===== config.mk =====
export PLATFORM = sky130hd
export DESIGN_NAME = fp_int_convert_compare_unit
export DESIGN_NICKNAME = d
export VERILOG_FILES = /design/src/fp_cvt_pkg.sv /design/src/fp_int_convert_compare_unit.sv /design/src/operand_store.sv
export VERILOG_INCLUDE_DIRS = /design/src
export SDC_FILE = /design/constraint.sdc
export NUM_CORES = 2
export LEC_CHECK = 0
export BUFFER_PORTS_ARGS = -buffer_cell sky130_fd_sc_hd__buf_4
export CORE_ASPECT_RATIO = 2
export CORE_UTILIZATION = 60
export DETAILED_ROUTE_END_ITERATION = 10
export HOLD_SLACK_MARGIN = 0.05
export MAX_ROUTING_LAYER = met4
export PLACE_DENSITY_LB_ADDON = 0.2
export SLEW_MARGIN = 20
export SYNTH_ARGS = -nofsm -noshare
export SYNTH_HDL_FRONTEND = slang
export SYNTH_SLANG_ARGS = --single-unit

===== constraint.sdc =====
create_clock -name core_clk -period 14.31 [get_ports core_clk]
set_input_delay 1.431 -clock core_clk [delete_from_list [all_inputs] [get_ports core_clk]]
set_output_delay 1.431 -clock core_clk [all_outputs]
set_load 0.03 [all_outputs]

===== src/fp_cvt_map.svh =====
// Register map, field positions, encodings and counts of the convert/compare unit.
// Assumes byte addresses on an 8-bit APB address and 32-bit data words.
`ifndef FP_CVT_MAP_SVH
`define FP_CVT_MAP_SVH

// ----------------------------------------------------------------------
// Register offsets
// ----------------------------------------------------------------------
`define ADDR_CTRL 8'h00
`define ADDR_STATUS 8'h04
`define ADDR_INSTR 8'h08
`define ADDR_INDEX 8'h0c
`define ADDR_OPERAND_PAGE 4'h1
`define ADDR_RESULT_LO 8'h20
`define ADDR_RESULT_HI 8'h24
`define ADDR_IRQ_STATUS 8'h28
`define ADDR_IRQ_CLEAR 8'h2c
`define ADDR_IRQ_ENABLE 8'h30

// ----------------------------------------------------------------------
// Field positions and reset values
// ----------------------------------------------------------------------
`define CTRL_FP_ENABLE 0
`define CTRL_DP_IMPL 1
`define CTRL_RESET 2'h2
`define STATUS_NZCV_LSB 28
`define STATUS_FZ 24
`define STATUS_RMODE_LSB 22
`define STATUS_IDC 7
`define STATUS_IXC 4
`define STATUS_IOC 0
`define INDEX_SRC_LSB 8
`define INDEX_BUSY 16
`define IRQ_DONE 0
`define IRQ_INVALID 1
`define IRQ_DENORMAL 2
`define IRQ_INEXACT 3
`define IRQ_UNDEF 4
`define IRQ_WIDTH 5

// ----------------------------------------------------------------------
// Encodings
// ----------------------------------------------------------------------
`define RMODE_NEAREST 2'h0
`define RMODE_PLUS 2'h1
`define RMODE_MINUS 2'h2
`define RSEL_AWAY 2'h0
`define RSEL_EVEN 2'h1
`define RSEL_PLUS 2'h2
`define OPC_TO_FLOAT 3'h0
`define OPC_TO_INT_HI 2'h2
`define OPC_TO_SIGNED 3'h5
`define NZCV_UNORDERED 4'h3
`define NZCV_LESS 4'h8
`define NZCV_EQUAL 4'h6
`define NZCV_GREATER 4'h2

// ----------------------------------------------------------------------
// Arithmetic constants and sequencing counts
// ----------------------------------------------------------------------
`define SP_BIAS 13'h007f
`define DP_BIAS 13'h03ff
`define SP_EXP_ONES 11'h0ff
`define DP_EXP_ONES 11'h7ff
`define FTOI_POINT 13'h0034
`define FTOI_MAX_EXP 13'h0020
`define FTOI_MIN_EXP 13'h1fc0
`define FTOI_HUGE 65'h1_0000_0000_0000_0000
`define SAT_UNSIGNED 32'hffff_ffff
`define SAT_POS 32'h7fff_ffff
`define SAT_NEG 32'h8000_0000
`define LOAD_LAST 3'h4

`endif


===== src/fp_cvt_pkg.sv =====
// Types used by the convert/compare unit and imported by its testbench.
// Assumes nothing beyond the map header for numeric values.
package fp_cvt_pkg;

  typedef enum logic [2:0] {
    RND_NEAR_EVEN = 3'b000,
    RND_PLUS = 3'b001,
    RND_MINUS = 3'b010,
    RND_ZERO = 3'b011,
    RND_NEAR_AWAY = 3'b100
  } round_t;

  typedef enum logic [1:0] {
    OP_DIRECTED = 2'b00,
    OP_INTCVT = 2'b01,
    OP_COMPARE = 2'b10,
    OP_RESERVED = 2'b11
  } op_class_t;

  typedef enum logic [1:0] {
    ST_IDLE = 2'b00,
    ST_LOAD = 2'b01,
    ST_EXEC = 2'b10
  } state_t;

  typedef struct packed {
    op_class_t opClass;
    logic [1:0] roundSelect;
    logic [2:0] convOpcode;
    logic precisionSelect;
    logic signednessRound;
    logic raiseOnAnyNan;
    logic withZero;
    logic inCondBlock;
    logic [3:0] destField;
    logic destExtra;
    logic [3:0] srcField;
    logic srcExtra;
  } instr_t;

  typedef struct packed {
    logic sign;
    logic [12:0] exp;
    logic [52:0] mant;
    logic isNan;
    logic isSnan;
    logic isInf;
    logic isZero;
    logic isDen;
  } unpacked_t;

  typedef struct packed {
    logic invalid;
    logic denormal;
    logic inexact;
  } fp_exc_t;

  typedef struct packed {
    logic [31:0] value;
    fp_exc_t exc;
  } int_result_t;

  typedef struct packed {
    logic [63:0] value;
    fp_exc_t exc;
  } float_result_t;

  typedef struct packed {
    logic [3:0] nzcv;
    fp_exc_t exc;
  } cmp_result_t;

endpackage


===== src/fp_int_convert_compare_unit.sv =====
// Floating-point to integer conversion and compare unit behind an APB slave.
// Assumes software loads operands, then writes an instruction word and polls or waits for irq.
//
// Contract
// RULE1: A compare with any NaN operand is unordered and sets the flags to 0011.
// RULE2: The raise-on-any-NaN compare flags invalid for quiet and signalling NaNs alike.
// RULE3: The directed conversion rounds ties-away, ties-even, up or down for select 00 to 11.
// RULE4: The directed conversion gives an unsigned result at signedness 0, signed at 1.
// RULE5: The core never issues a directed conversion inside a conditional block.
// RULE6: Precision bit 1 selects double values, and is undefined where only single exists.
// RULE7: Opcode 101 converts to signed, 100 to unsigned, 000 converts integer to float.
// RULE8: Float to integer rounds to zero at bit 1, and by the status rounding mode at 0.
// RULE9: Integer to float rounds by the status mode, source signed at bit 1, unsigned at 0.
// RULE10: Opcodes other than 000 and 10x are not executed as this conversion.
// RULE11: Conversions report invalid, input-denormal and inexact exceptions.
// RULE12: Compares report only invalid and input-denormal, never inexact.
// RULE13: Destination and source register indexes are joined in the order set by precision.
// RULE14: The integer side of every conversion is a 32-bit word of a single register.
// RULE15: With the unit disabled an instruction raises undefined instead of executing.
//
// Local design decisions: the APB slave port and the address map.
`timescale 1ns/1ns
`include "fp_cvt_map.svh"
module fp_int_convert_compare_unit
  import fp_cvt_pkg::*;
(
  input wire logic core_clk,
  input wire logic sys_rst,
  input wire logic psel,
  input wire logic penable,
  input wire logic pwrite,
  input wire logic [7:0] paddr,
  input wire logic [31:0] pwdata,
  output logic [31:0] prdata,
  output logic pready,
  output logic pslverr,
  output logic irq
);

  // ----------------------------------------------------------------------
  // Arithmetic helpers
  // ----------------------------------------------------------------------
  function automatic unpacked_t unpackFp(logic [63:0] v, logic dp, logic fz);
    unpacked_t u;
    logic [10:0] e;
    logic [51:0] f;
    logic [12:0] bias;
    logic ones;
    u = '0;
    e = dp ? v[62:52] : {3'h0, v[30:23]};
    f = dp ? v[51:0] : {v[22:0], 29'h0};
    bias = dp ? `DP_BIAS : `SP_BIAS;
    ones = e == (dp ? `DP_EXP_ONES : `SP_EXP_ONES);
    u.sign = dp ? v[63] : v[31];
    u.isNan = ones & (f != 52'h0);
    u.isSnan = u.isNan & ~f[51];
    u.isInf = ones & (f == 52'h0);
    u.isDen = (e == 11'h0) & (f != 52'h0);
    // Flushing a denormal input makes it an exact zero of the same sign.
    u.isZero = (e == 11'h0) & ((f == 52'h0) | fz);
    u.exp = (e == 11'h0) ? 13'h0001 - bias : {2'h0, e} - bias;
    u.mant = u.isZero ? 53'h0 : {e != 11'h0, f};
    return u;
  endfunction

  function automatic logic roundUp(round_t r, logic sign, logic lsb, logic g, logic s);
    case (r)
      RND_NEAR_EVEN: return g & (s | lsb);
      RND_NEAR_AWAY: return g;
      RND_PLUS: return ~sign & (g | s);
      RND_MINUS: return sign & (g | s);
      default: return 1'b0;
    endcase
  endfunction

  function automatic round_t statusRound(logic [1:0] m);
    case (m)
      `RMODE_NEAREST: return RND_NEAR_EVEN;
      `RMODE_PLUS: return RND_PLUS;
      `RMODE_MINUS: return RND_MINUS;
      default: return RND_ZERO;
    endcase
  endfunction

  function automatic round_t directedRound(logic [1:0] sel);
    case (sel)
      `RSEL_AWAY: return RND_NEAR_AWAY; // RULE3
      `RSEL_EVEN: return RND_NEAR_EVEN; // RULE3
      `RSEL_PLUS: return RND_PLUS; // RULE3
      default: return RND_MINUS; // RULE3
    endcase
  endfunction

  function automatic int_result_t floatToInt(unpacked_t u, logic uns, round_t r);
    int_result_t res;
    logic [12:0] shift;
    logic [127:0] ext;
    logic [64:0] mag;
    logic g;
    logic s;
    res = '0;
    ext = '0;
    g = 1'b0;
    s = 1'b0;
    shift = `FTOI_POINT - u.exp;
    if ($signed(u.exp) > $signed(`FTOI_MAX_EXP) || u.isInf) begin
      mag = `FTOI_HUGE;
    end else if ($signed(u.exp) < $signed(`FTOI_MIN_EXP)) begin
      mag = 65'h0;
      s = |u.mant;
    end else begin
      ext = {11'h0, u.mant, 64'h0} >> shift[6:0];
      g = ext[63];
      s = |ext[62:0];
      mag = {1'b0, ext[127:64]} + {64'h0, roundUp(r, u.sign, ext[64], g, s)};
    end
    res.exc.inexact = g | s; // RULE11
    if (u.isNan) begin
      res.exc.invalid = 1'b1; // RULE11
    end else if (uns) begin
      if (u.sign && mag != 65'h0) begin
        res.exc.invalid = 1'b1;
      end else if (mag > {33'h0, `SAT_UNSIGNED}) begin
        res.exc.invalid = 1'b1;
        res.value = `SAT_UNSIGNED;
      end else begin
        res.value = mag[31:0];
      end
    end else if (!u.sign && mag > {33'h0, `SAT_POS}) begin
      res.exc.invalid = 1'b1;
      res.value = `SAT_POS;
    end else if (u.sign && mag > {33'h0, `SAT_NEG}) begin
      res.exc.invalid = 1'b1;
      res.value = `SAT_NEG;
    end else begin
      res.value = u.sign ? ~mag[31:0] + 32'h1 : mag[31:0];
    end
    // An out-of-range result is reported as invalid only, never also inexact.
    if (res.exc.invalid) begin
      res.exc.inexact = 1'b0;
    end
    return res;
  endfunction

  function automatic logic [4:0] leadOne(logic [31:0] v);
    logic [4:0] p;
    p = 5'h0;
    for (int i = 0; i < 32; i++) begin
      if (v[i]) begin
        p = 5'(i);
      end
    end
    return p;
  endfunction

  function automatic float_result_t intToFloat(logic [31:0] src, logic uns, round_t r,
                                               logic dp);
    float_result_t res;
    logic sign;
    logic [31:0] mag;
    logic [31:0] norm;
    logic [4:0] p;
    logic [23:0] frac;
    logic [7:0] e8;
    logic [10:0] e11;
    res = '0;
    sign = ~uns & src[31]; // RULE9
    mag = sign ? ~src + 32'h1 : src;
    p = leadOne(mag);
    norm = mag << (5'h1f - p);
    frac = {1'b0, norm[30:8]} + {23'h0, roundUp(r, sign, norm[8], norm[7], |norm[6:0])};
    e8 = 8'(`SP_BIAS) + {3'h0, p} + {7'h0, frac[23]};
    e11 = 11'(`DP_BIAS) + {6'h0, p};
    if (mag == 32'h0) begin
      res.value = 64'h0;
    end else if (dp) begin
      // Every 32-bit integer fits a double mantissa, so this path is always exact.
      res.value = {sign, e11, norm[30:0], 21'h0};
    end else begin
      res.value = {32'h0, sign, e8, frac[22:0]};
      res.exc.inexact = |norm[7:0]; // RULE11
    end
    return res;
  endfunction

  function automatic cmp_result_t compareFp(unpacked_t a, unpacked_t b, logic anyNan);
    cmp_result_t res;
    logic [65:0] keyA;
    logic [65:0] keyB;
    logic less;
    res = '0;
    keyA = {~a.exp[12], a.exp[11:0], a.mant};
    keyB = {~b.exp[12], b.exp[11:0], b.mant};
    less = (a.sign != b.sign) ? a.sign : (a.sign ? keyA > keyB : keyA < keyB);
    if (a.isNan || b.isNan) begin
      res.nzcv = `NZCV_UNORDERED; // RULE1
      res.exc.invalid = a.isSnan | b.isSnan | anyNan; // RULE2
    end else if ((a.isZero && b.isZero) || (a.sign == b.sign && keyA == keyB)) begin
      res.nzcv = `NZCV_EQUAL;
    end else begin
      res.nzcv = less ? `NZCV_LESS : `NZCV_GREATER;
    end
    return res;
  endfunction

  function automatic logic [4:0] joinIndex(logic [3:0] field, logic extra, logic dpOrder);
    return dpOrder ? {extra, field} : {field, extra};
  endfunction

  // ----------------------------------------------------------------------
  // State
  // ----------------------------------------------------------------------
  state_t state;
  logic [2:0] loadStep;
  logic [1:0] ctrl;
  instr_t instr;
  logic [3:0][31:0] operand;
  logic [63:0] result;
  logic [3:0] nzcv;
  logic flushZero;
  logic [1:0] roundMode;
  fp_exc_t cumExc;
  logic [4:0] destIdx;
  logic [4:0] srcIdx;
  logic [`IRQ_WIDTH-1:0] irqStatus;
  logic [`IRQ_WIDTH-1:0] irqEnable;
  logic [31:0] memBusData;
  logic [31:0] memExecData;

  // ----------------------------------------------------------------------
  // Bus decode
  // ----------------------------------------------------------------------
  wire accessCycle = psel & penable & ~pready;
  wire writeDone = psel & penable & pready & pwrite;
  wire hitCtrl = paddr == `ADDR_CTRL;
  wire hitStatus = paddr == `ADDR_STATUS;
  wire hitInstr = paddr == `ADDR_INSTR;
  wire hitIndex = paddr == `ADDR_INDEX;
  wire hitOperand = paddr[7:4] == `ADDR_OPERAND_PAGE;
  wire hitResLo = paddr == `ADDR_RESULT_LO;
  wire hitResHi = paddr == `ADDR_RESULT_HI;
  wire hitIrqStatus = paddr == `ADDR_IRQ_STATUS;
  wire hitIrqClear = paddr == `ADDR_IRQ_CLEAR;
  wire hitIrqEnable = paddr == `ADDR_IRQ_ENABLE;
  wire mapped = hitCtrl | hitStatus | hitInstr | hitIndex | hitOperand | hitResLo | hitResHi |
                hitIrqStatus | hitIrqClear | hitIrqEnable;
  wire statusWrite = writeDone & hitStatus;
  wire busy = state != ST_IDLE;

  logic [31:0] statusRead;
  logic [31:0] indexRead;
  logic [31:0] readMux;
  assign statusRead = (32'(nzcv) << `STATUS_NZCV_LSB) | (32'(flushZero) << `STATUS_FZ) |
                      (32'(roundMode) << `STATUS_RMODE_LSB) | (32'(cumExc.denormal) << `STATUS_IDC) |
                      (32'(cumExc.inexact) << `STATUS_IXC) | (32'(cumExc.invalid) << `STATUS_IOC);
  assign indexRead = 32'(destIdx) | (32'(srcIdx) << `INDEX_SRC_LSB) | (32'(busy) << `INDEX_BUSY);
  assign readMux = hitCtrl ? 32'(ctrl) :
                   hitStatus ? statusRead :
                   hitInstr ? 32'(instr) :
                   hitIndex ? indexRead :
                   hitOperand ? memBusData :
                   hitResLo ? result[31:0] :
                   hitResHi ? result[63:32] :
                   hitIrqStatus ? 32'(irqStatus) :
                   hitIrqEnable ? 32'(irqEnable) : 32'h0;

  // ----------------------------------------------------------------------
  // Operand memory
  // ----------------------------------------------------------------------
  operand_store operandStore (
    .core_clk(core_clk),
    .sys_rst(sys_rst),
    .wrEn(writeDone & hitOperand),
    .wrAddr(paddr[3:2]),
    .wrData(pwdata),
    .busAddr(paddr[3:2]),
    .busData(memBusData),
    .execAddr(loadStep[1:0]),
    .execData(memExecData)
  );

  // ----------------------------------------------------------------------
  // Decode and execute
  // ----------------------------------------------------------------------
  wire dpOp = instr.precisionSelect; // RULE6
  wire isDirected = instr.opClass == OP_DIRECTED;
  wire isIntCvt = instr.opClass == OP_INTCVT;
  wire isCompare = instr.opClass == OP_COMPARE;
  wire toFloat = isIntCvt & (instr.convOpcode == `OPC_TO_FLOAT); // RULE7
  wire toIntOpc = isIntCvt & (instr.convOpcode[2:1] == `OPC_TO_INT_HI); // RULE7
  wire ftoiActive = isDirected | toIntOpc;
  // Unmatched opcodes belong to other encodings and are refused here.
  wire undefinedOp = ~ctrl[`CTRL_FP_ENABLE] | // RULE15
                     (dpOp & ~ctrl[`CTRL_DP_IMPL]) | // RULE6
                     ~(ftoiActive | toFloat | isCompare); // RULE10
  wire ftoiUnsigned = isDirected ? ~instr.signednessRound : // RULE4
                      (instr.convOpcode != `OPC_TO_SIGNED); // RULE7

  round_t ftoiRound;
  unpacked_t srcA;
  unpacked_t srcB;
  int_result_t ftoi;
  float_result_t itof;
  cmp_result_t cmp;
  fp_exc_t execExc;
  logic [63:0] execResult;
  assign ftoiRound = isDirected ? directedRound(instr.roundSelect) :
                     instr.signednessRound ? RND_ZERO : statusRound(roundMode); // RULE8
  assign srcA = unpackFp({operand[1], operand[0]}, dpOp, flushZero);
  assign srcB = unpackFp(instr.withZero ? 64'h0 : {operand[3], operand[2]}, dpOp, flushZero);
  assign ftoi = floatToInt(srcA, ftoiUnsigned, ftoiRound);
  assign itof = intToFloat(operand[0], ~instr.signednessRound, statusRound(roundMode), dpOp); // RULE9
  assign cmp = compareFp(srcA, srcB, instr.raiseOnAnyNan);
  wire denIn = flushZero & (srcA.isDen | (isCompare & srcB.isDen));
  assign execExc = toFloat ? itof.exc :
                   isCompare ? {cmp.exc.invalid, denIn, 1'b0} : // RULE12
                   {ftoi.exc.invalid, denIn, ftoi.exc.inexact}; // RULE11
  assign execResult = toFloat ? itof.value : {32'h0, ftoi.value}; // RULE14
  wire inExec = state == ST_EXEC;
  wire execFire = inExec & ~undefinedOp;
  wire [4:0] next_destIdx = joinIndex(instr.destField, instr.destExtra,
                                      dpOp & (isCompare | toFloat)); // RULE13
  wire [4:0] next_srcIdx = joinIndex(instr.srcField, instr.srcExtra, dpOp & ~toFloat); // RULE13

  // Hardware sets win over a software write landing in the same cycle.
  fp_exc_t next_cumExc;
  logic [`IRQ_WIDTH-1:0] events;
  logic [`IRQ_WIDTH-1:0] next_irqStatus;
  assign next_cumExc = (statusWrite ? {pwdata[`STATUS_IOC], pwdata[`STATUS_IDC],
                        pwdata[`STATUS_IXC]} : cumExc) | (execFire ? execExc : 3'h0);
  assign events[`IRQ_DONE] = inExec;
  assign events[`IRQ_INVALID] = execFire & execExc.invalid;
  assign events[`IRQ_DENORMAL] = execFire & execExc.denormal;
  assign events[`IRQ_INEXACT] = execFire & execExc.inexact;
  assign events[`IRQ_UNDEF] = inExec & undefinedOp; // RULE15
  assign next_irqStatus = (irqStatus & ~((writeDone & hitIrqClear) ?
                          pwdata[`IRQ_WIDTH-1:0] : '0)) | events;

  // ----------------------------------------------------------------------
  // Bus answer
  // ----------------------------------------------------------------------
  // One wait state gives the registered memory port time to deliver read data.
  always_ff @(posedge core_clk) begin
    if (sys_rst) begin
      pready <= 1'b0;
      pslverr <= 1'b0;
      prdata <= 32'h0;
    end else begin
      pready <= accessCycle;
      pslverr <= accessCycle & ~mapped;
      prdata <= accessCycle ? readMux : 32'h0;
    end
  end

  // ----------------------------------------------------------------------
  // Software registers
  // ----------------------------------------------------------------------
  always_ff @(posedge core_clk) begin
    if (sys_rst) begin
      ctrl <= `CTRL_RESET;
      flushZero <= 1'b0;
      roundMode <= `RMODE_NEAREST;
      irqEnable <= '0;
    end else if (writeDone) begin
      if (hitCtrl) ctrl <= pwdata[1:0];
      if (hitStatus) flushZero <= pwdata[`STATUS_FZ];
      if (hitStatus) roundMode <= pwdata[`STATUS_RMODE_LSB +: 2];
      if (hitIrqEnable) irqEnable <= pwdata[`IRQ_WIDTH-1:0];
    end
  end

  always_ff @(posedge core_clk) begin
    if (sys_rst) begin
      nzcv <= 4'h0;
      cumExc <= '0;
      irqStatus <= '0;
      irq <= 1'b0;
    end else begin
      if (execFire & isCompare) nzcv <= cmp.nzcv;
      else if (statusWrite) nzcv <= pwdata[`STATUS_NZCV_LSB +: 4];
      cumExc <= next_cumExc;
      irqStatus <= next_irqStatus;
      irq <= |(irqStatus & irqEnable);
    end
  end

  // ----------------------------------------------------------------------
  // Sequencer
  // ----------------------------------------------------------------------
  // An instruction written while busy is dropped; software checks the busy bit.
  always_ff @(posedge core_clk) begin
    if (sys_rst) begin
      state <= ST_IDLE;
      loadStep <= 3'h0;
      instr <= '0;
    end else begin
      case (state)
        ST_IDLE: begin
          loadStep <= 3'h0;
          if (writeDone & hitInstr) begin
            instr <= instr_t'(pwdata[$bits(instr_t)-1:0]);
            state <= ST_LOAD;
          end
        end
        ST_LOAD: begin
          loadStep <= loadStep + 3'h1;
          if (loadStep == `LOAD_LAST) state <= ST_EXEC;
        end
        ST_EXEC: state <= ST_IDLE;
        default: state <= ST_IDLE;
      endcase
    end
  end

  always_ff @(posedge core_clk) begin
    if (sys_rst) begin
      operand <= '0;
    end else if (state == ST_LOAD && loadStep != 3'h0) begin
      operand[2'(loadStep - 3'h1)] <= memExecData;
    end
  end

  always_ff @(posedge core_clk) begin
    if (sys_rst) begin
      result <= 64'h0;
      destIdx <= 5'h0;
      srcIdx <= 5'h0;
    end else if (execFire) begin
      if (!isCompare) result <= execResult; // RULE14
      destIdx <= next_destIdx;
      srcIdx <= next_srcIdx;
    end
  end

endmodule


===== src/operand_store.sv =====
// Four-word operand memory with a bus read port and an execution read port.
// Assumes one writer; both read ports return data one clock after the address.
`timescale 1ns/1ns
module operand_store (
  input wire logic core_clk,
  input wire logic sys_rst,
  input wire logic wrEn,
  input wire logic [1:0] wrAddr,
  input wire logic [31:0] wrData,
  input wire logic [1:0] busAddr,
  output logic [31:0] busData,
  input wire logic [1:0] execAddr,
  output logic [31:0] execData
);

  logic [31:0] words [4];

  // Contents are not reset; software loads operands before issuing.
  always_ff @(posedge core_clk) begin
    if (wrEn) begin
      words[wrAddr] <= wrData;
    end
  end

  always_ff @(posedge core_clk) begin
    if (sys_rst) begin
      busData <= 32'h0;
      execData <= 32'h0;
    end else begin
      busData <= words[busAddr];
      execData <= words[execAddr];
    end
  end

endmodule


==> results of run 1 <==
-- metal layers --
metal	overflow	track usage [%]
met1	0	66.88
met2	71	93.03
met3	3	42.34
met4	69	79.54
met5	-	-
-- per-stage QoR --
step / instances / util (%) / area (µm²) / setup slack (ns) / hold WS [ns]
floorplan: 4386 / - / 36090 / 1.440 / 0.4314
CTS: 5109 / 65.36 / 38740 / 1.666 / 0.4643
global placement: 5042 / 63.10 / 37400 / 2.053 / 0.4405
detailed placement: 5042 / 63.10 / 37410 / 1.666 / 0.4485
-- cell families after synthesis --
kind of cell | synth area share (%)
AND/OR/NAND/NOR | 23.99
AO/OA/AOI/OAI | 23.53
flip-flops | 30.01
buffers and inverters | 4.538
multiplexers | 11.84
XOR/XNOR | 2.978
adder cells (fa/ha/maj) | 3.113
==> metrics.md, run 1 <==
| Metric | Value |
|---|---|
| Status | `aborted with a tool error` |
| Failing step | `5_1_grt` |
| Stop err | `[ERROR GRT-0116] Global routing finished with congestion. Check the congestion regions in the DRC Viewer.` |
| Clock tree root driver cell | `clkbuf_16` |
| Placer Congestion | `1.151` |
| H-tree Lvls | `2` |
| # clock sinks | `477` |
| Register bit total from synthesis | `around 480` |
| Rows | `roughly 130` |
| Area contributors post-synth | `dfxtp_1 19%, edfxtp_1 11%, nand2_1 7.0%` |
| DPL Wire Length | `132,700 µm` |
| Netlist Area Pre-Place | `36,090 µm²` |
| Synth top area share | `19.36%` |
| Maximum root-to-sink buffer count | `3` |
| Total global-route track usage | `a little under three quarters` |
| Netlist cell types | `127` |
| Synth area leader | `dfxtp_1` |
| Ports | `80` |
| Post-synth top cells | `671 x nand2_1, 369 x a21oi_1, 349 x dfxtp_1` |
| Syn nets | `4,516` |
| Largest net degree at the start of global routing | `slightly above 90` |
| Die H | `348.9 µm` |
| Wire length of the first global-routing pass | `315,200 µm` |
| Post_cts resized | `0` |
| Number of global-route vias before repair | `44,490` |
| Syn avg cell area | `8.230 µm²` |
| Seq/Total Area, Yosys | `30.01%` |
| Count leader, synth | `nand2_1` |
| Post-synthesis cell count | `4,386` |
| Initial Utilization | `60.89%` |
| Async SR Flop Fraction | `0%` |
| CTS Buf Count | `37` |
| Grt ovf | `~140` |
| Post-CTS Hold Fix Bufs | `0` |
| IO Port Bufs | `79` |
| Number of enable flip-flop cells after synthesis | `128` |
| Predominant post-synthesis flop cell | `dfxtp_1` |
| Synth warnings | `0` |
| Setup Buffers After CTS | `0` |
| Die Wd | `175.4 µm` |
==> run 2, diff against run 1 <==
--- a/config.mk
+++ b/config.mk
@@ -7,12 +7,9 @@
 export NUM_CORES = 2
 export LEC_CHECK = 0
 export BUFFER_PORTS_ARGS = -buffer_cell sky130_fd_sc_hd__buf_4
-export CORE_ASPECT_RATIO = 2
-export CORE_UTILIZATION = 60
+export CORE_UTILIZATION = 40
 export DETAILED_ROUTE_END_ITERATION = 10
-export HOLD_SLACK_MARGIN = 0.05
-export MAX_ROUTING_LAYER = met4
-export PLACE_DENSITY_LB_ADDON = 0.2
+export PLACE_DENSITY_LB_ADDON = 0.15
 export SLEW_MARGIN = 20
 export SYNTH_ARGS = -nofsm -noshare
 export SYNTH_HDL_FRONTEND = slang
==> run 2 against run 1 <==
The run now ends clean. Synthesized cell count stayed put. Synthesized area did not move.
==> metrics.md, run 2 <==
| Metric | Value |
|---|---|
| Status | `complete, no violations` |
| Synth area leader | `dfxtp_1` |
| Final setup TNS | `0 ns` |
| Final Hold Fails | `0` |
| Register bit total from synthesis | `477 (unchanged)` |
| Setup Buffers After CTS | `0 (unchanged)` |
| MaxCap Viol Count | `0` |
| Top Registers | `operandStore.words (128), operand (128), result (63)` |
| Sw Ratio | `22.40%` |
| Slew @ Worst Pin | `1.149 ns` |
| Worst path max stage delay | `0.78 ns` |
| Area contributors post-synth | `dfxtp_1 19%, edfxtp_1 11%, nand2_1 7.0%` |
| Placer Congestion | `1.030 (-11%)` |
| TritonCTS clock tree | `done` |
| Post-synth top cells | `671 x nand2_1, 369 x a21oi_1, 349 x dfxtp_1` |
| Layout cells sized above 1 | `12.92%` |
| Vias after detailed routing | `37,050` |
| Grt ovf | `0` |
| Leak pwr | `13.34 nW` |
| Syn avg cell area | `8.230 µm² (unchanged)` |
| Clock skew | `0.02078 ns` |
| # clock sinks | `477 (unchanged)` |
| Rows | `109 (-13%)` |
| Post_cts resized | `0 (unchanged)` |
| NetSw | `629.1 µW` |
| Worst Reg-to-Reg Cells | `37` |
| Max-slew headroom | `between 20% and 30%` |
| Hold Path Depth | `2` |
| Largest net degree at the start of global routing | `83` |
| Worst setup path class | `reg2reg` |
| Predominant post-synthesis flop cell | `dfxtp_1` |
| Total global-route track usage | `34.28%` |
| Crit end category | `flop` |
| Post-CTS Hold Fix Bufs | `0 (unchanged)` |
| Sequential group share of total power | `about half` |
| Die Wd | `302.4 µm (+72%)` |
| Most frequent cells in the layout | `670 x nand2_1, 369 x a21oi_1, 346 x dfxtp_1` |
| Path type of the worst min-delay path | `reg2reg` |
| Wire length of the first global-routing pass | `236,500 µm` |
| Req. time, crit path | `~15 ns` |
| DPL Wire Length | `120,300 µm (-9.3%)` |
| Number of global-route vias before repair | `34,350` |
| Number of enable flip-flop cells after synthesis | `128 (unchanged)` |
| Initial antenna violation count | `2` |
| Count leader, synth | `nand2_1` |
| DRC violations left | `0` |
| Fin util | `44.42%` |
| Netlist Area Pre-Place | `36,090 µm² (unchanged)` |
| Initial Utilization | `40.59% (-20 points)` |
| Async SR Flop Fraction | `0% (unchanged)` |
| Crit path max-delay cell type | `o31ai_1` |
| Max-slew violations | `0` |
| Ports | `80 (unchanged)` |
| Cell mode on critical path | `ha_1` |
| Syn nets | `4,516 (unchanged)` |
| Max VDD drop | `0.1044 mV` |
| Clk Latency, worst-skew pair | `between 0.6 and 0.7 ns` |
| Final setup violation count | `0` |
| Clk pin slew, worst setup/hold paths | `about 0.06 ns` |
| Power per Cell Area | `71.11 nW/µm²` |
| Post-Route WL | `160,700 µm` |
| Crit-path max FO | `56` |
| Netlist cell types | `127 (unchanged)` |
| 1st-iter DRT viols | `between 5,000 and 6,000` |
| Core area | `88,920 µm²` |
| Die H | `302.4 µm (-13%)` |
| Final #Nets | `4,441` |
| Routed Antenna Nets | `0` |
| Clock tree root driver cell | `clkbuf_16` |
| Gate power share | `2.3%` |
| Int Pwr | `2.180 mW` |
| Period utilisation layout | `93.52%` |
| Synth top area share | `19.36% (unchanged)` |
| Seq/Total Area, Yosys | `30.01% (unchanged)` |
| DR pass1 iterations | `9` |
| CTS Buf Count | `48 (+30%)` |
| IO Port Bufs | `79 (unchanged)` |
| H-tree Lvls | `2 (unchanged)` |
| Clock share of power | `47.7%` |
| WP data arrival | `roughly 14 ns` |
| Worst setup SP type | `flop` |
| Post-synthesis cell count | `4,386 (unchanged)` |
| Maximum root-to-sink buffer count | `3 (unchanged)` |
| Fin crit period | `13.38 ns` |
| Fmax | `0.07472 GHz` |
| Vias per inst | `~6.7` |
| Synth warnings | `0 (unchanged)` |
| Unrepaired setup endpoints after global routing | `no` |
| DR WL/cell | `29.13 µm` |
| Commonest non-fill, non-tap cell in the layout | `nand2_1` |
| DIE AREA | `91,440 µm²` |
| Layout area overhead | `9.425%` |
-- run 2: cell counts after synthesis --
No cell type changed its count.
-- run 2: path summary, 6_finish.rpt --
path	start	endpoint	slack [ns]
worst min register to register	operand[118]	operand[118]	0.46
worst max register to register	dpOp	result[30]	0.93
worst max-delay path	dpOp	result[30]	0.93
worst min-delay path	operand[118]	operand[118]	0.46
-- run 2: worst max-delay path: cells and delay by family, from the launching register on --
family                     cells  cell delay [ns]
and+or+nand+nor               13             4.51
DFF                            1             0.75
xor gates and xnor gates       1             0.12
buffers and inverters          3             0.73
AOI/OAI and AO/OA             14             4.60
muxes                          2             1.49
adders and majority gates      4             1.03
-- run 2: cell families (layout without fill, tap and decap cells) --
kind of cell | Yosys count | count (layout) | share of synthesized area, %
xor+xnor | 121 | 121 | 2.978
fa+ha+maj | 91 | 91 | 3.113
flops | 477 | 477 | 30.01
buf+inv | 384 | 349 | 4.538
other cells | 0 | 1 | 0
simple gates | 1778 | 1778 | 23.99
compound gates | 1226 | 1226 | 23.53
mux | 309 | 309 | 11.84
-- run 2: area by class of cell --
type                            instances  area [µm²]
Timing Repair Buffer                  205        1545
Antenna cell                            1       2.502
Sequential cell                       477       10840
Inverter                               54       202.7
Clock buffer                           66        1403
Clock inverter                         24       279.0
Tap cell                             1165        1458
Fill cell                            9046       49420
Multi-Input combinational cell       3525       23770
-- run 2: layer usage --
layer	vias to the layer above	GRT usage [%]	share of wire (%)
met5	-	0	0.0087
met4	2	14.68	5.0
met3	442	5.114	9.1
met2	2225	52.85	44
met1	17960	47.58	42
li1	16430	-	-
-- run 2: power groups by stage --
stage	clock [mW]	combinational, mW	sequential [mW]
after floorplan	0	0.0336	1.42
after global placement	0	0.0658	1.43
after detailed placement	0	0.0660	1.43
after CTS	1.35	0.0660	1.40
after global routing	1.41	0.0702	1.40
final	1.34	0.0658	1.40
-- run 2: metrics by stage --
step,hold slack (ns),setup WS (ns),total power [mW],cell area (µm²),std cells
2_1_floorplan,0.4314,1.440,1.458,36090,4386
3_3_place_gp,0.4422,1.457,1.500,37800,5426
3_5_place_dp,0.4503,1.140,1.500,37810,5426
4_1_cts,0.4579,1.098,2.823,39490,5516
5_1_grt,0.4714,0.4259,2.878,39500,5517
6_report,0.4565,0.9273,2.809,39500,5517
Power figures use the tool's default switching activity.
